**config.mk**
```make
export PLATFORM = sky130hd
export DESIGN_NAME = rx_dma_channel
export DESIGN_NICKNAME = d
export VERILOG_FILES = /design/src/hdl/rx_dma_pkg.sv /design/src/hdl/rx_dma_engine.sv /design/src/hdl/rx_dma_channel.sv
export SDC_FILE = /design/constraint.sdc
export NUM_CORES = 1
export LEC_CHECK = 0
export BUFFER_PORTS_ARGS = -buffer_cell sky130_fd_sc_hd__buf_2
export CAP_MARGIN = 20
export CORE_UTILIZATION = 60
export CTS_CLUSTER_SIZE = 28
export DETAILED_ROUTE_END_ITERATION = 10
export GPL_TIMING_DRIVEN = 0
export HOLD_SLACK_MARGIN = 0.12
export PLACE_DENSITY = 0.85
export SLEW_MARGIN = 15
export SYNTH_ARGS = -nofsm -noshare
export SYNTH_HDL_FRONTEND = slang
export SYNTH_SLANG_ARGS = --single-unit
```
**constraint.sdc**
```tcl
create_clock -name aclk -period 6.63 [get_ports aclk]
set_input_delay 0.9945 -clock aclk [delete_from_list [all_inputs] [get_ports aclk]]
set_output_delay 0.9945 -clock aclk [all_outputs]
set_load 0.1 [all_outputs]
```
**src/hdl/rx_dma_pkg.sv**
```systemverilog
// Constants shared by the receive DMA channel and its write engine.
// Assumes a single 125 MHz system clock domain.
package rx_dma_pkg;
    // =====================================================
    // Register byte offsets
    localparam logic [7:0] CTRL_OFS = 8'h88;
    localparam logic [7:0] DEST_OFS = 8'h8C;
    localparam logic [7:0] LEN_OFS = 8'h90;
    localparam logic [7:0] PROG_OFS = 8'h94;
    localparam logic [7:0] IRQ_STAT_OFS = 8'h98;
    localparam logic [7:0] IRQ_MASK_OFS = 8'h9C;
    // =====================================================
    // Field positions and widths
    localparam int GO_BIT = 0;
    localparam int RELOAD_BIT = 1;
    localparam int SRC_BIT = 4;
    localparam int ADDR_W = 18;
    localparam logic [31:0] CTRL_RESET = 32'h0000_0000;
    localparam logic [17:0] FIELD_RESET = 18'h0_0000;
    // Interrupt status bits: done, abort, error
    localparam int IRQ_DONE = 0;
    localparam int IRQ_ABORT = 1;
    localparam int IRQ_ERR = 2;
    localparam int IRQ_W = 3;
    // AXI responses
    localparam logic [1:0] RESP_OKAY = 2'h0;
    localparam logic [1:0] RESP_SLVERR = 2'h2;
    // Engine states, Gray along idle-fetch-write-done
    typedef enum logic [1:0]
    {
        ST_IDLE = 2'h0,
        ST_FETCH = 2'h1,
        ST_WRITE = 2'h3,
        ST_DONE = 2'h2
    } eng_state_t;
endpackage

```
**src/hdl/rx_dma_engine.sv**
```systemverilog
// Byte mover: pops the chosen receive FIFO, writes memory bytes.
// Assumes FIFO and memory ports are logic on the same clock.
`timescale 1ns/1ns
module rx_dma_engine
    import rx_dma_pkg::*;
(
    // Clock and reset
    input wire logic aclk,
    input wire logic aresetn,
    // Control
    input wire logic start,
    input wire logic abort,
    input wire logic source_sel,
    input wire logic [rx_dma_pkg::ADDR_W-1:0] base_addr,
    input wire logic [rx_dma_pkg::ADDR_W-1:0] byte_length,
    output logic busy,
    output logic done,
    output logic error,
    output logic [rx_dma_pkg::ADDR_W-1:0] progress_count,
    // Receive FIFOs
    input wire logic fifo0_valid,
    input wire logic [7:0] fifo0_data,
    output logic fifo0_pop,
    input wire logic fifo1_valid,
    input wire logic [7:0] fifo1_data,
    output logic fifo1_pop,
    // Memory write port
    output logic mem_wr,
    output logic [rx_dma_pkg::ADDR_W-1:0] mem_addr,
    output logic [7:0] mem_data,
    input wire logic mem_ready,
    input wire logic mem_err
);
    import rx_dma_pkg::*;

    typedef struct packed
    {
        eng_state_t st;
        logic src;
        logic [ADDR_W-1:0] addr;
        logic [ADDR_W-1:0] len;
        logic [ADDR_W-1:0] cnt;
        logic [7:0] data;
        logic done;
        logic err;
        // Abort seen during a write, held until that write is answered
        logic halt;
    } eng_t;

    eng_t s_q;
    eng_t s_d;
    logic sel_valid;

    // =====================================================
    // Source mux
    assign sel_valid = s_q.src ? fifo1_valid : fifo0_valid;
    assign fifo0_pop = (s_q.st == ST_FETCH) && !s_q.src && fifo0_valid && !abort;
    assign fifo1_pop = (s_q.st == ST_FETCH) && s_q.src && fifo1_valid && !abort;

    // =====================================================
    // Next state
    always_comb
    begin
        s_d = s_q;
        s_d.done = 1'b0;
        s_d.err = 1'b0;
        case (s_q.st)
            ST_IDLE:
            begin
                if (start)
                begin
                    // Parameters frozen here; later register writes wait for next start
                    s_d.src = source_sel;
                    s_d.addr = base_addr;
                    s_d.len = byte_length;
                    s_d.cnt = '0;
                    s_d.halt = 1'b0;
                    s_d.st = (byte_length == '0) ? ST_DONE : ST_FETCH;
                end
            end
            ST_FETCH:
            begin
                if (abort)
                    s_d.st = ST_IDLE;
                else if (sel_valid)
                begin
                    s_d.data = s_q.src ? fifo1_data : fifo0_data;
                    s_d.st = ST_WRITE;
                end
            end
            ST_WRITE:
            begin
                // Abort waits out an issued write so memory never sees a torn cycle;
                // the one-cycle request is parked until the write is answered
                if (abort)
                    s_d.halt = 1'b1;
                if (mem_err)
                begin
                    s_d.err = 1'b1;
                    s_d.cnt = '0;
                    s_d.st = ST_IDLE;
                end
                else if (mem_ready)
                begin
                    s_d.cnt = s_q.cnt + 1'b1;
                    s_d.addr = s_q.addr + 1'b1;
                    if (abort || s_q.halt)
                        s_d.st = ST_IDLE;
                    else if (s_q.cnt + 1'b1 == s_q.len)
                        s_d.st = ST_DONE;
                    else
                        s_d.st = ST_FETCH;
                end
            end
            ST_DONE:
            begin
                s_d.done = 1'b1;
                s_d.cnt = '0;
                s_d.st = ST_IDLE;
            end
            default:
                s_d.st = ST_IDLE;
        endcase
    end

    // =====================================================
    // State register
    always_ff @(posedge aclk)
    begin
        if (!aresetn)
        begin
            s_q <= '0;
        end
        else
        begin
            s_q <= s_d;
        end
    end

    assign busy = (s_q.st != ST_IDLE);
    assign done = s_q.done;
    assign error = s_q.err;
    assign progress_count = s_q.cnt;
    assign mem_wr = (s_q.st == ST_WRITE);
    assign mem_addr = s_q.addr;
    assign mem_data = s_q.data;
endmodule

```
**src/hdl/rx_dma_channel.sv**
```systemverilog
// Receive-side special DMA channel with AXI4-Lite register slave.
// Assumes FIFOs and memory run on aclk; synchronous active-low reset.
// Assumes software polls or takes the interrupt; one popped byte is held here until its write is answered.
//
// Added by the designer: the AXI4-Lite interface to the registers.
`timescale 1ns/1ns
module rx_dma_channel
    import rx_dma_pkg::*;
(
    // Clock and reset
    input wire logic aclk,
    input wire logic aresetn,
    // AXI4-Lite write address
    input wire logic [7:0] s_axi_awaddr,
    input wire logic s_axi_awvalid,
    output logic s_axi_awready,
    // AXI4-Lite write data
    input wire logic [31:0] s_axi_wdata,
    input wire logic [3:0] s_axi_wstrb,
    input wire logic s_axi_wvalid,
    output logic s_axi_wready,
    // AXI4-Lite write response
    output logic [1:0] s_axi_bresp,
    output logic s_axi_bvalid,
    input wire logic s_axi_bready,
    // AXI4-Lite read address
    input wire logic [7:0] s_axi_araddr,
    input wire logic s_axi_arvalid,
    output logic s_axi_arready,
    // AXI4-Lite read data
    output logic [31:0] s_axi_rdata,
    output logic [1:0] s_axi_rresp,
    output logic s_axi_rvalid,
    input wire logic s_axi_rready,
    // First serial receive FIFO
    input wire logic first_serial_rx_fifo_valid,
    input wire logic [7:0] first_serial_rx_fifo_data,
    output logic first_serial_rx_fifo_pop,
    // Second serial receive FIFO
    input wire logic second_serial_rx_fifo_valid,
    input wire logic [7:0] second_serial_rx_fifo_data,
    output logic second_serial_rx_fifo_pop,
    // Memory write port
    output logic mem_wr,
    output logic [17:0] mem_addr,
    output logic [7:0] mem_data,
    input wire logic mem_ready,
    input wire logic mem_err,
    // Interrupt
    output logic irq
);
    import rx_dma_pkg::*;

    typedef struct packed
    {
        logic aw_held;
        logic [7:0] aw_addr;
        logic w_held;
        logic [31:0] w_data;
        logic [3:0] w_strb;
        logic bvalid;
        logic [1:0] bresp;
        logic rvalid;
        logic [31:0] rdata;
        logic [1:0] rresp;
        logic go;
        logic reload;
        logic source_select;
        logic [ADDR_W-1:0] dest_address;
        logic [ADDR_W-1:0] byte_length;
        logic [IRQ_W-1:0] irq_stat;
        logic [IRQ_W-1:0] irq_mask;
        logic start;
        logic abort;
    } regs_t;

    regs_t r_q;
    regs_t r_d;
    logic busy;
    logic eng_done;
    logic eng_err;
    logic [ADDR_W-1:0] progress_count;
    logic do_wr;
    logic do_rd;
    logic [31:0] wmask;
    logic [31:0] ctrl_word;
    // Read mux result and its error flag
    logic [31:0] rd_word;
    logic rd_bad;

    // =====================================================
    // Write engine
    // Start and abort reach it as one-cycle pulses from the registers
    rx_dma_engine u_rx_dma_engine (
        .aclk(aclk),
        .aresetn(aresetn),
        .start(r_q.start),
        .abort(r_q.abort),
        .source_sel(r_q.source_select),
        .base_addr(r_q.dest_address),
        .byte_length(r_q.byte_length),
        .busy(busy),
        .done(eng_done),
        .error(eng_err),
        .progress_count(progress_count),
        .fifo0_valid(first_serial_rx_fifo_valid),
        .fifo0_data(first_serial_rx_fifo_data),
        .fifo0_pop(first_serial_rx_fifo_pop),
        .fifo1_valid(second_serial_rx_fifo_valid),
        .fifo1_data(second_serial_rx_fifo_data),
        .fifo1_pop(second_serial_rx_fifo_pop),
        .mem_wr(mem_wr),
        .mem_addr(mem_addr),
        .mem_data(mem_data),
        .mem_ready(mem_ready),
        .mem_err(mem_err)
    );

    // =====================================================
    // Bus handshakes: address and data held separately, either order
    // Each ready drops while its word is held, so a second write simply
    // waits for the response to go; one master needs no queue
    assign s_axi_awready = !r_q.aw_held;
    assign s_axi_wready = !r_q.w_held;
    assign s_axi_bvalid = r_q.bvalid;
    assign s_axi_bresp = r_q.bresp;
    assign s_axi_arready = !r_q.rvalid;
    assign s_axi_rvalid = r_q.rvalid;
    assign s_axi_rdata = r_q.rdata;
    assign s_axi_rresp = r_q.rresp;
    assign do_wr = r_q.aw_held && r_q.w_held && !r_q.bvalid;
    // A new read is taken only once the last read data has gone
    assign do_rd = s_axi_arvalid && !r_q.rvalid;
    // Level interrupt, high while any enabled event is pending
    assign irq = |(r_q.irq_stat & r_q.irq_mask);

    // Byte-lane mask, one lane per write strobe
    for (genvar g = 0; g < 4; g++)
    begin : g_lane
        assign wmask[g*8 +: 8] = {8{r_q.w_strb[g]}};
    end

    // Control word as software reads it back; reserved bits stay zero
    always_comb
    begin
        ctrl_word = CTRL_RESET;
        ctrl_word[GO_BIT] = r_q.go;
        ctrl_word[RELOAD_BIT] = r_q.reload;
        ctrl_word[SRC_BIT] = r_q.source_select;
    end

    // =====================================================
    // Read data, decoded straight from the bus address
    always_comb
    begin
        rd_word = '0;
        rd_bad = 1'b0;
        case ({s_axi_araddr[7:2], 2'b00})
            CTRL_OFS: rd_word = ctrl_word;
            DEST_OFS: rd_word = {14'h0, r_q.dest_address};
            LEN_OFS: rd_word = {14'h0, r_q.byte_length};
            PROG_OFS: rd_word = {14'h0, progress_count};
            IRQ_STAT_OFS: rd_word = {29'h0, r_q.irq_stat};
            IRQ_MASK_OFS: rd_word = {29'h0, r_q.irq_mask};
            // Unmapped words read as zero and answer with an error
            default: rd_bad = 1'b1;
        endcase
    end

    // =====================================================
    // Next state of bus slave and registers
    always_comb
    begin
        logic [31:0] nw;
        logic [31:0] cur;
        nw = '0;
        cur = '0;
        r_d = r_q;
        r_d.start = 1'b0;
        r_d.abort = 1'b0;
        // Capture address and data
        if (s_axi_awvalid && !r_q.aw_held)
        begin
            r_d.aw_held = 1'b1;
            r_d.aw_addr = s_axi_awaddr;
        end
        if (s_axi_wvalid && !r_q.w_held)
        begin
            r_d.w_held = 1'b1;
            r_d.w_data = s_axi_wdata;
            r_d.w_strb = s_axi_wstrb;
        end
        // Responses drop once the master has taken them
        if (r_q.bvalid && s_axi_bready)
            r_d.bvalid = 1'b0;
        if (r_q.rvalid && s_axi_rready)
            r_d.rvalid = 1'b0;
        // Register write
        if (do_wr)
        begin
            r_d.aw_held = 1'b0;
            r_d.w_held = 1'b0;
            r_d.bvalid = 1'b1;
            r_d.bresp = RESP_OKAY;
            case ({r_q.aw_addr[7:2], 2'b00})
                CTRL_OFS:
                begin
                    nw = (ctrl_word & ~wmask) | (r_q.w_data & wmask);
                    r_d.reload = nw[RELOAD_BIT];
                    r_d.source_select = nw[SRC_BIT];
                    r_d.go = nw[GO_BIT];
                    // Rising go from idle starts; a repeated go while running is ignored
                    if (nw[GO_BIT] && !r_q.go && !busy)
                        r_d.start = 1'b1;
                    // Dropping go while busy stops the engine at its next safe point
                    if (!nw[GO_BIT] && busy)
                        r_d.abort = 1'b1;
                end
                DEST_OFS:
                begin
                    // Reserved upper bits are dropped on write
                    cur = {14'h0, r_q.dest_address};
                    nw = (cur & ~wmask) | (r_q.w_data & wmask);
                    r_d.dest_address = nw[ADDR_W-1:0];
                end
                LEN_OFS:
                begin
                    cur = {14'h0, r_q.byte_length};
                    nw = (cur & ~wmask) | (r_q.w_data & wmask);
                    r_d.byte_length = nw[ADDR_W-1:0];
                end
                IRQ_STAT_OFS:
                begin
                    // Write one to clear
                    r_d.irq_stat = r_q.irq_stat & ~(r_q.w_data[IRQ_W-1:0] & wmask[IRQ_W-1:0]);
                end
                IRQ_MASK_OFS:
                begin
                    // A one lets its event reach the interrupt
                    nw = (r_q.w_data & wmask) | ({29'h0, r_q.irq_mask} & ~wmask);
                    r_d.irq_mask = nw[IRQ_W-1:0];
                end
                // Counter is read-only; the write is accepted and dropped
                PROG_OFS:
                    r_d.bresp = RESP_OKAY;
                default:
                    r_d.bresp = RESP_SLVERR;
            endcase
        end
        // Hardware clear follows the register write, so a finish that meets
        // a software write of go still leaves go low unless reload restarts the run
        if (eng_done || eng_err)
            r_d.go = 1'b0;
        // Reload restarts straight from the freshly loaded registers
        if (eng_done && r_q.reload)
        begin
            r_d.go = 1'b1;
            r_d.start = 1'b1;
        end
        // Events set after the clear so a same-cycle event survives
        if (eng_done)
            r_d.irq_stat[IRQ_DONE] = 1'b1;
        if (eng_err)
            r_d.irq_stat[IRQ_ERR] = 1'b1;
        if (r_q.abort)
            r_d.irq_stat[IRQ_ABORT] = 1'b1;
        // Register read
        if (do_rd)
        begin
            r_d.rvalid = 1'b1;
            r_d.rdata = rd_word;
            r_d.rresp = rd_bad ? RESP_SLVERR : RESP_OKAY;
        end
    end

    // =====================================================
    // Register the whole state
    // Reset clears it all: engine idle, go low, every ready high,
    // so the first bus request may come at the first edge after release
    always_ff @(posedge aclk)
    begin
        if (!aresetn)
        begin
            r_q <= '0;
        end
        else
        begin
            r_q <= r_d;
        end
    end
endmodule

```
# Yosys cells after proc, flatten, opt, wreduce, memory -nomap -nowiden
# Index checks and enable logic that the tools add are counted.
[totals]
regBits = 184
output_inout_bits = 71
word_cells = 177
[classes]
add_sub_neg = 2
eq_ne = 22
muxes = 44
bitwise_logic = 16
reduce_logical = 63
[op_table]
columns = ["operator", "count"]
rows = [
  ["18-bit two-way mux", 6],
  ["18-bit case mux with 6 select lines", 1],
  ["6-bit equality test (second input constant)", 12],
  ["57-bit two-way mux", 1],
  ["18-bit AND", 3],
  ["18-bit case mux with 3 select lines", 1],
  ["47-bit two-way mux", 1],
  ["18-bit by 1-bit adder with 18-bit output (second input constant)", 2],
  ["18-bit bitwise OR", 2],
  ["18-bit case mux with 2 select lines", 1],
  ["35-bit two-way mux", 1],
  ["2-bit two-way mux", 10],
  ["2-bit AND reduction", 10],
  ["2-bit nonzero test", 10],
  ["18-bit equality test", 1],
  ["18-bit logical NOT", 1],
  ["18-bit inverter", 1],
  ["1-bit logical AND", 17],
  ["1-bit two-way mux", 15],
  ["3-bit AND reduction", 5],
  ["3-bit AND", 4],
  ["3-bit two-way mux", 4],
  ["6-bit OR reduction", 2],
  ["1-bit logical NOT", 9],
  ["20 further kinds", 27],
]

# Longest topological paths before layout
# Gate-level depths: netlist of the first run.
[depth]
ltp_word = 10
ltp_mapped = 9

# By module
# Synthesis of the first run repeated with hierarchy kept, for this count alone.
[unflattened]
cells_unflattened = 1059
hier_area_um2 = 8839.7
[modules_own_cells]
columns = ["module", "instances", "cells_each", "area_per_inst_um2"]
rows = [
  ["rx_dma_channel", 1, 505, 4471.8],
  ["rx_dma_engine", 1, 554, 4367.9],
]

# Least setup slack after synthesis of the first run
# Ideal clock, no wire load.
[synth_path]
path_type = "input port to output port"
from = "input second_serial_rx_fifo_valid"
to = "output second_serial_rx_fifo_pop"
arrival_time_ns = 2.327
required_ns = 5.635
slack_ns = 3.309
stages = 2
path_buffers = 0
cell_sequence = "nand2_1 -> nor2_1"
[synth_via]
elab_chain_len = 2
[synth_lines]
columns = ["item", "line_no", "rtl"]
rows = [
  ["start: declaration", "rx_dma_channel.sv:40", "input wire logic second_serial_rx_fifo_valid,"],
  ["1-bit logical AND (2 in series)", "rx_dma_engine.sv:58", "assign fifo1_pop = (s_q.st == ST_FETCH) && s_q.src && fifo1_valid && !abort;"],
  ["end: declaration", "rx_dma_channel.sv:42", "output logic second_serial_rx_fifo_pop,"],
]
# No other way between the ends.

# Worst setup path after layout of the first run
[layout_path]
from = "register u_rx_dma_engine.s_q[66] (netlist bit)"
to = "output mem_wr"
[layout_via]
elab_chain_len = 1
[layout_lines]
columns = ["item", "line_no", "rtl"]
rows = [
  ["start: declaration", "rx_dma_engine.sv:50", "eng_t s_q;"],
  ["start signal: assignment", "rx_dma_engine.sv:132", "s_q <= '0;"],
  ["start signal: assignment", "rx_dma_engine.sv:136", "s_q <= s_d;"],
  ["2-bit equality test", "rx_dma_engine.sv:144", "assign mem_wr = (s_q.st == ST_WRITE);"],
  ["end: declaration", "rx_dma_channel.sv:44", "output logic mem_wr,"],
]
# No other way between the ends.

==> results of run 1 <==
worst reg2reg max path: cells and delay by family (launching register included):
| kind | cells | cell delay, ns |
|---|---|---|
| flops | 1 | 0.30 |
| xor+xnor | 1 | 0.20 |
| simple gates | 4 | 1.64 |
| compound gates | 1 | 0.45 |
| buf+inv | 1 | 0.34 |
cells by family after synthesis:
family                   count (synthesis)  share of synthesized area
other                                    1                   0.000456
AND/OR/NAND/NOR                        416                      0.227
adder cells (fa/ha/maj)                  2                    0.00304
flip-flops                             166                      0.404
buffers and inverters                  141                     0.0944
XOR/XNOR                                27                     0.0287
multiplexers                            32                     0.0392
AO/OA/AOI/OAI                          263                      0.204
path summary, 6_finish.rpt:
check | cells after the start | slack [ns] | endpoint
worst min register to register | 2 | 0.47 | u_rx_dma_engine.s_q[32]
worst min-delay path | 2 | 0.47 | u_rx_dma_engine.s_q[32]
worst max-delay path | 5 | 3.28 | mem_wr
worst max register to register | 7 | 3.60 | u_rx_dma_engine.s_q[66]
cell type report:
cell class | instances | area share
Sequential cell | 166 | 0.344
Multi-Input combinational cell | 756 | 0.433
Inverter | 12 | 0.00466
Buffer | 129 | 0.0757
Timing Repair Buffer | 111 | 0.0574
Clock buffer | 18 | 0.0454
Tap cell | 176 | 0.0228
Clock inverter | 14 | 0.0171
stage by stage:
stage                     area, µm²  utilization  worst slack (ns)
after floorplan                8280            -              3.31
after global placement         9060        0.681              3.46
after detailed placement       9060        0.681              3.44
after CTS                      9660        0.727              3.33
after global routing           9670        0.727              3.12
final                          9670        0.727              3.28
layout by cell type, fill, tap and decap left out, types with 4 or more instances in the layout:
master     Yosys  layout
a221oi_1       4       4
dfxtp_1      166     166
a311oi_1       4       4
nand3_1       36      36
clkbuf_1      59      59
inv_1         11      11
buf_2          3     114
a31oi_1        7       7
nor3b_1        6       6
o21a_1         8       8
and2_1         5       5
or3_1          6       6
xnor2_1       16      16
a22oi_1       22      22
mux2i_1       30      30
clkinv_4       0       4
nor2b_1        8       8
a21boi_0       4       4
buf_4         65      65
a211oi_1      16      16
inv_6          0       4
o31ai_1        5       5
nand4_1       10      10
nand2_1      186     186
o21ai_0       30      30
clkbuf_16      0      17
nor2_1       101     101
conb_1         1      16
nor3_1        23      23
a22o_1        29      29
nor4_1         9       9
a21oi_1      115     115
xor2_1        11      11
routing by layer:
| layer | track usage | share of wire |
|---|---|---|
| met2 | 0.542 | 0.43 |
| met3 | 0.0742 | 0.11 |
| met5 | 0 | 0 |
| met4 | 0.240 | 0.064 |
| met1 | 0.444 | 0.40 |
power groups by stage:
stage	Clock, µW	Combinational [µW]	Sequential (µW)
after floorplan	0	126	1050
after global placement	0	171	1050
after detailed placement	0	173	1050
after CTS	1010	174	1020
after global routing	1060	186	1030
final	1010	176	1020
==> metrics.txt, run 1 <==
Root Driver clkbuf_16; Reg clk slew, reported paths 0.07 ns; yosys warns 0; internal power 1630 µW; Rows 42; post-synth top area cell dfxtp_1; fill cell count ~1100; pin count of the biggest net entering global routing 17; Sequential Power Share 0.463; Initial Utilization 0.619; ys async rst share 0; Worst-Margin Slew 0.852 ns; switching pwr about 580 µW; Max Transition Viols Final 0; count leader, synth nand2_1; worst skew pair latency roughly 0.43 ns; outcome complete, no violations; Post-synth EDFFs 0; CP peak stage delay between 0.5 and 0.6 ns; maximum net fanout on the critical path 10; Yosys top cell area share 0.404; CTS tree done; largest cells by area after synthesis dfxtp_1 (40%), nand2_1 (8.5%), a21oi_1 (7.0%); hpwl dp about 18000 µm; library cells used by synthesis 61; DR pass1 iterations 6; Top FF cell, synth dfxtp_1; sw frac 0.264; Leakage approximately 0.0038 µW; placed cell count 1350; worst hold slack roughly 0.47 ns; leading cell types by count after synthesis nand2_1 (186), dfxtp_1 (166), a21oi_1 (115); Setup crit start u_rx_dma_engine.s_q[66]; die area 14200 µm²; Final ANT Viol Nets 0; multi-input logic area 4190 µm²; Final GP Congestion roughly 0.97; Worst EP arrival approximately 2.4 ns; total gr overflow 0; # IOs 150; Inserted Diodes 0; DRT iter0 DRCs about 850; gr usage total 0.353; register area 3320 µm²; number of global-route vias before repair between 7000 and 8000; CP cell instances clkbuf_1 > nand2_1 > inv_2 > clkbuf_1 > buf_2; Fin. Hold Viols 0; share of cells above drive strength 1 0.186; start point of the worst hold path u_rx_dma_engine.s_q[32]; Post-Syn Area approximately 8200 µm²; sequential fraction of the synthesis area 0.404; slowest CP cell buf_2; clock sinks 166; FF+latch count, synth approximately 170; post-route setup TNS 0 ns; first-pass GRT wire length roughly 39000 µm; Resize count post-CTS 0; Clk network pwr share 0.458; Max rail drop VDD 0.192 mV; Pwr Total ~2200 µW; Critical Path RT approximately 5.6 ns; WL per Instance around 18 µm; final instance count without filler cells 1382; skew final 0.00883 ns; worst relative slew slack 0.432; combinational share of power 0.079; Synth Instances 1048; CP delay by family, top buffers and inverters; setup repair after global routing missed its margin false; Die Span Y between 100 and 150 µm; final count of negative-setup-slack endpoints 0; total CTS buffers 17; period utilization 0.506; routed via count between 8000 and 9000; HP Class flip-flop to flip-flop; # H-tree levels 4; PortBufs roughly 110; synthesis-to-layout area growth 17.5%; wirelength, routed 24400 µm; endpoint class of the critical path output pin; initial antenna violation count 0; most frequent CP cell clkbuf_1; Core Region between 10000 and 15000 µm²; worst path bufs/invs 4; Worst Setup Start Kind flip-flop; mean post-synth cell area slightly below 8 µm²; fmax 0.298 GHz; nets 1274; P per Cell Area ~230 nW/µm²; # Post-CTS Setup Buffers 0; hold_buf cts 0; clock tree buffer depth 2; die width around 120 µm; vias per cell between 6 and 7; reg2reg start u_rx_dma_engine.progress_count[10]; clock period minus worst slack between 3 and 4 ns; number of max-cap violations 0; CP Class flip-flop to output pin; Residual DRC 0
Power figures use the tool's default switching activity.
==> run 2, diff against run 1 <==
Settings changed: CORE_UTILIZATION 60 to 56, PLACE_DENSITY 0.85 to 0.8.
Clock period 6.63 ns to 3.4 ns, I/O delays scaled along.
==> run 2 against run 1 <==
Compared with the run above: flip-flop and latch count unchanged; setup slack worse by 2.8 ns; final area down 0.16%; highest routed layer unchanged.
==> metrics.txt, run 2 (synthesis results as in run 1) <==
Reg clk slew, reported paths 0.07 ns (about the same); reg-to-reg slack, setup 0.48 ns (-3.12 ns); Fin. Hold Viols 0 (unchanged); setup repair after global routing missed its margin false; clock sinks 166 (unchanged); nets 1274 (unchanged); endpoint class of the critical path flip-flop; Final ANT Viol Nets 0 (unchanged); # Post-CTS Setup Buffers 0 (unchanged); Setup crit start u_rx_dma_engine.progress_count[10]; period utilization 0.858; total CTS buffers 17 (unchanged); clock tree buffer depth 2 (unchanged); wirelength, routed 24100 µm (-1.2%); CTS tree done; crit path capture u_rx_dma_engine.s_q[66]; Placed Area 9060 µm² (about the same); Max rail drop VDD 0.339 mV (+76%); routed wl met2 10700 µm (+1.5%); fill cell count 1245 (+17%); HP Class primary input to flip-flop; # H-tree levels 4 (unchanged); Final GP Congestion 0.968 (+0.33%); hold_buf cts 0 (unchanged); CP cell instances clkbuf_1 > nand4_1 > nor2_1 > nand4_1 > xnor2_1 > or4_1 > o41a_1; skew final 0.00758 ns (-0.00125 ns); CP peak stage delay 0.52 ns (about the same); maximum net fanout on the critical path 8 (-2); most frequent CP cell nand4_1; hpwl dp 18100 µm (+1.5%); wire length on met3 2280 µm (-12%); Reg-to-Reg End u_rx_dma_engine.s_q[66]; post-route cell area 9660 µm² (-0.16%); Critical Path RT 3.73 ns (-1.91 ns); gr usage total 0.337 (-0.0158); outcome complete, no violations; # IOs 150 (unchanged); Max Transition Viols Final 0 (unchanged); number of global-route vias before repair 7561 (-2.1%); fmax around 0.34 GHz; most frequent cells in the layout nand2_1 (186), dfxtp_1 (166), a21oi_1 (115), buf_2 (114), nor2_1 (101); met1 WL 9990 µm (+3.2%); Rows 43 (+2.4%); Initial Utilization 0.584 (-0.0352); pin count of the biggest net entering global routing 18 (+1); die width 123 µm (+3.5%); Core Region 14100 µm² (+6.0%); routed via count 8281 (-1.1%); start point of the worst hold path s_axi_rready; Reg2Reg Depth 7 (unchanged); number of max-cap violations 0 (unchanged); die area 15200 µm² (+7.0%); commonest non-fill, non-tap cell in the layout nand2_1; worst skew pair latency 0.44 ns (about the same); WL per Instance 17.4 µm (-1.4%); Worst-Margin Slew 1.10 ns (+0.246 ns); Inserted Diodes 0 (unchanged); slowest CP cell or4_1; initial antenna violation count 0 (unchanged); share of cells above drive strength 1 0.185 (-0.000829); P per Cell Area 441 nW/µm² (+93%); CP Class flip-flop to flip-flop; total gr overflow 0 (unchanged); Residual DRC 0 (unchanged); first-pass GRT wire length 38600 µm (-0.73%); hold path depth 2 (unchanged); clock period minus worst slack just under 3 ns; Die Span Y 123 µm (+3.5%); DR pass1 iterations 6 (unchanged); highest metal used met4; Resize count post-CTS 0 (unchanged); DRT iter0 DRCs 834 (-2.1%); synthesis-to-layout area growth 17.4%; post-route setup TNS 0 ns (unchanged); Worst EP arrival 3.24 ns (+0.88 ns); final count of negative-setup-slack endpoints 0 (unchanged); reg2reg start u_rx_dma_engine.progress_count[10]; vias per cell 5.97 (-1.4%); worst relative slew slack 0.258 (-0.174); PortBufs 111 (unchanged); Leakage 0.00375 µW (-0.33%); Worst Setup Start Kind flip-flop; Root Driver clkbuf_16
## run 2: layout make-up
type	instances	area [µm²]	share of cell area
tap	180	225	0.0233
buffer	129	732	0.0758
multi-input combinational	756	4180	0.433
inverter	12	45.0	0.00467
sequential	166	3320	0.344
clock inverter	15	165	0.0171
clock buffer	17	425	0.0441
timing repair buffer	111	556	0.0575
## run 2: metrics by stage
| stage | setup WS, ns | util | std cells | power [µW] | hold WS (ns) |
|---|---|---|---|---|---|
| 6_report | 0.481 | 0.685 | 1386 | 4260 | 0.249 |
| 4_1_cts | 0.519 | 0.685 | 1386 | 4260 | 0.248 |
| 5_1_grt | 0.352 | 0.685 | 1386 | 4380 | 0.261 |
| 2_1_floorplan | 0.718 | - | 1063 | 2290 | 0.434 |
| 3_5_place_dp | 0.523 | 0.643 | 1354 | 2380 | 0.462 |
| 3_3_place_gp | 0.523 | 0.643 | 1354 | 2370 | 0.456 |
## run 2: worst min path at each step
| stage | slack [ns] | endpoint |
|---|---|---|
| finish | 0.25 | s_axi_rvalid |
| global route | 0.26 | s_axi_rvalid |
| CTS | 0.25 | s_axi_rvalid |
| detailed placement | 0.46 | u_rx_dma_engine.s_q[37] |
| global placement | 0.46 | u_rx_dma_engine.s_q[40] |
| floorplan | 0.43 | r_q[7] |
## run 2: report_power, final
part	internal (µW)	switching, µW	total [µW]
clock	1040	882	1920
combinational	83.7	258	342
sequential	1970	26.5	2000
## run 2: critical path, delay by kind of cell (launching register included)
kind,cells,cell delay (ns)
DFF,1,0.31
and+or+nand+nor,4,1.54
xor gates and xnor gates,1,0.20
buffers and inverters,1,0.33
AOI/OAI and AO/OA,1,0.43
## run 2: metal layers
layer	vias to the layer above	track usage
met1	3856	0.436
li1	3895	-
met3	90	0.0687
met4	0	0.181
met2	440	0.527
met5	-	0
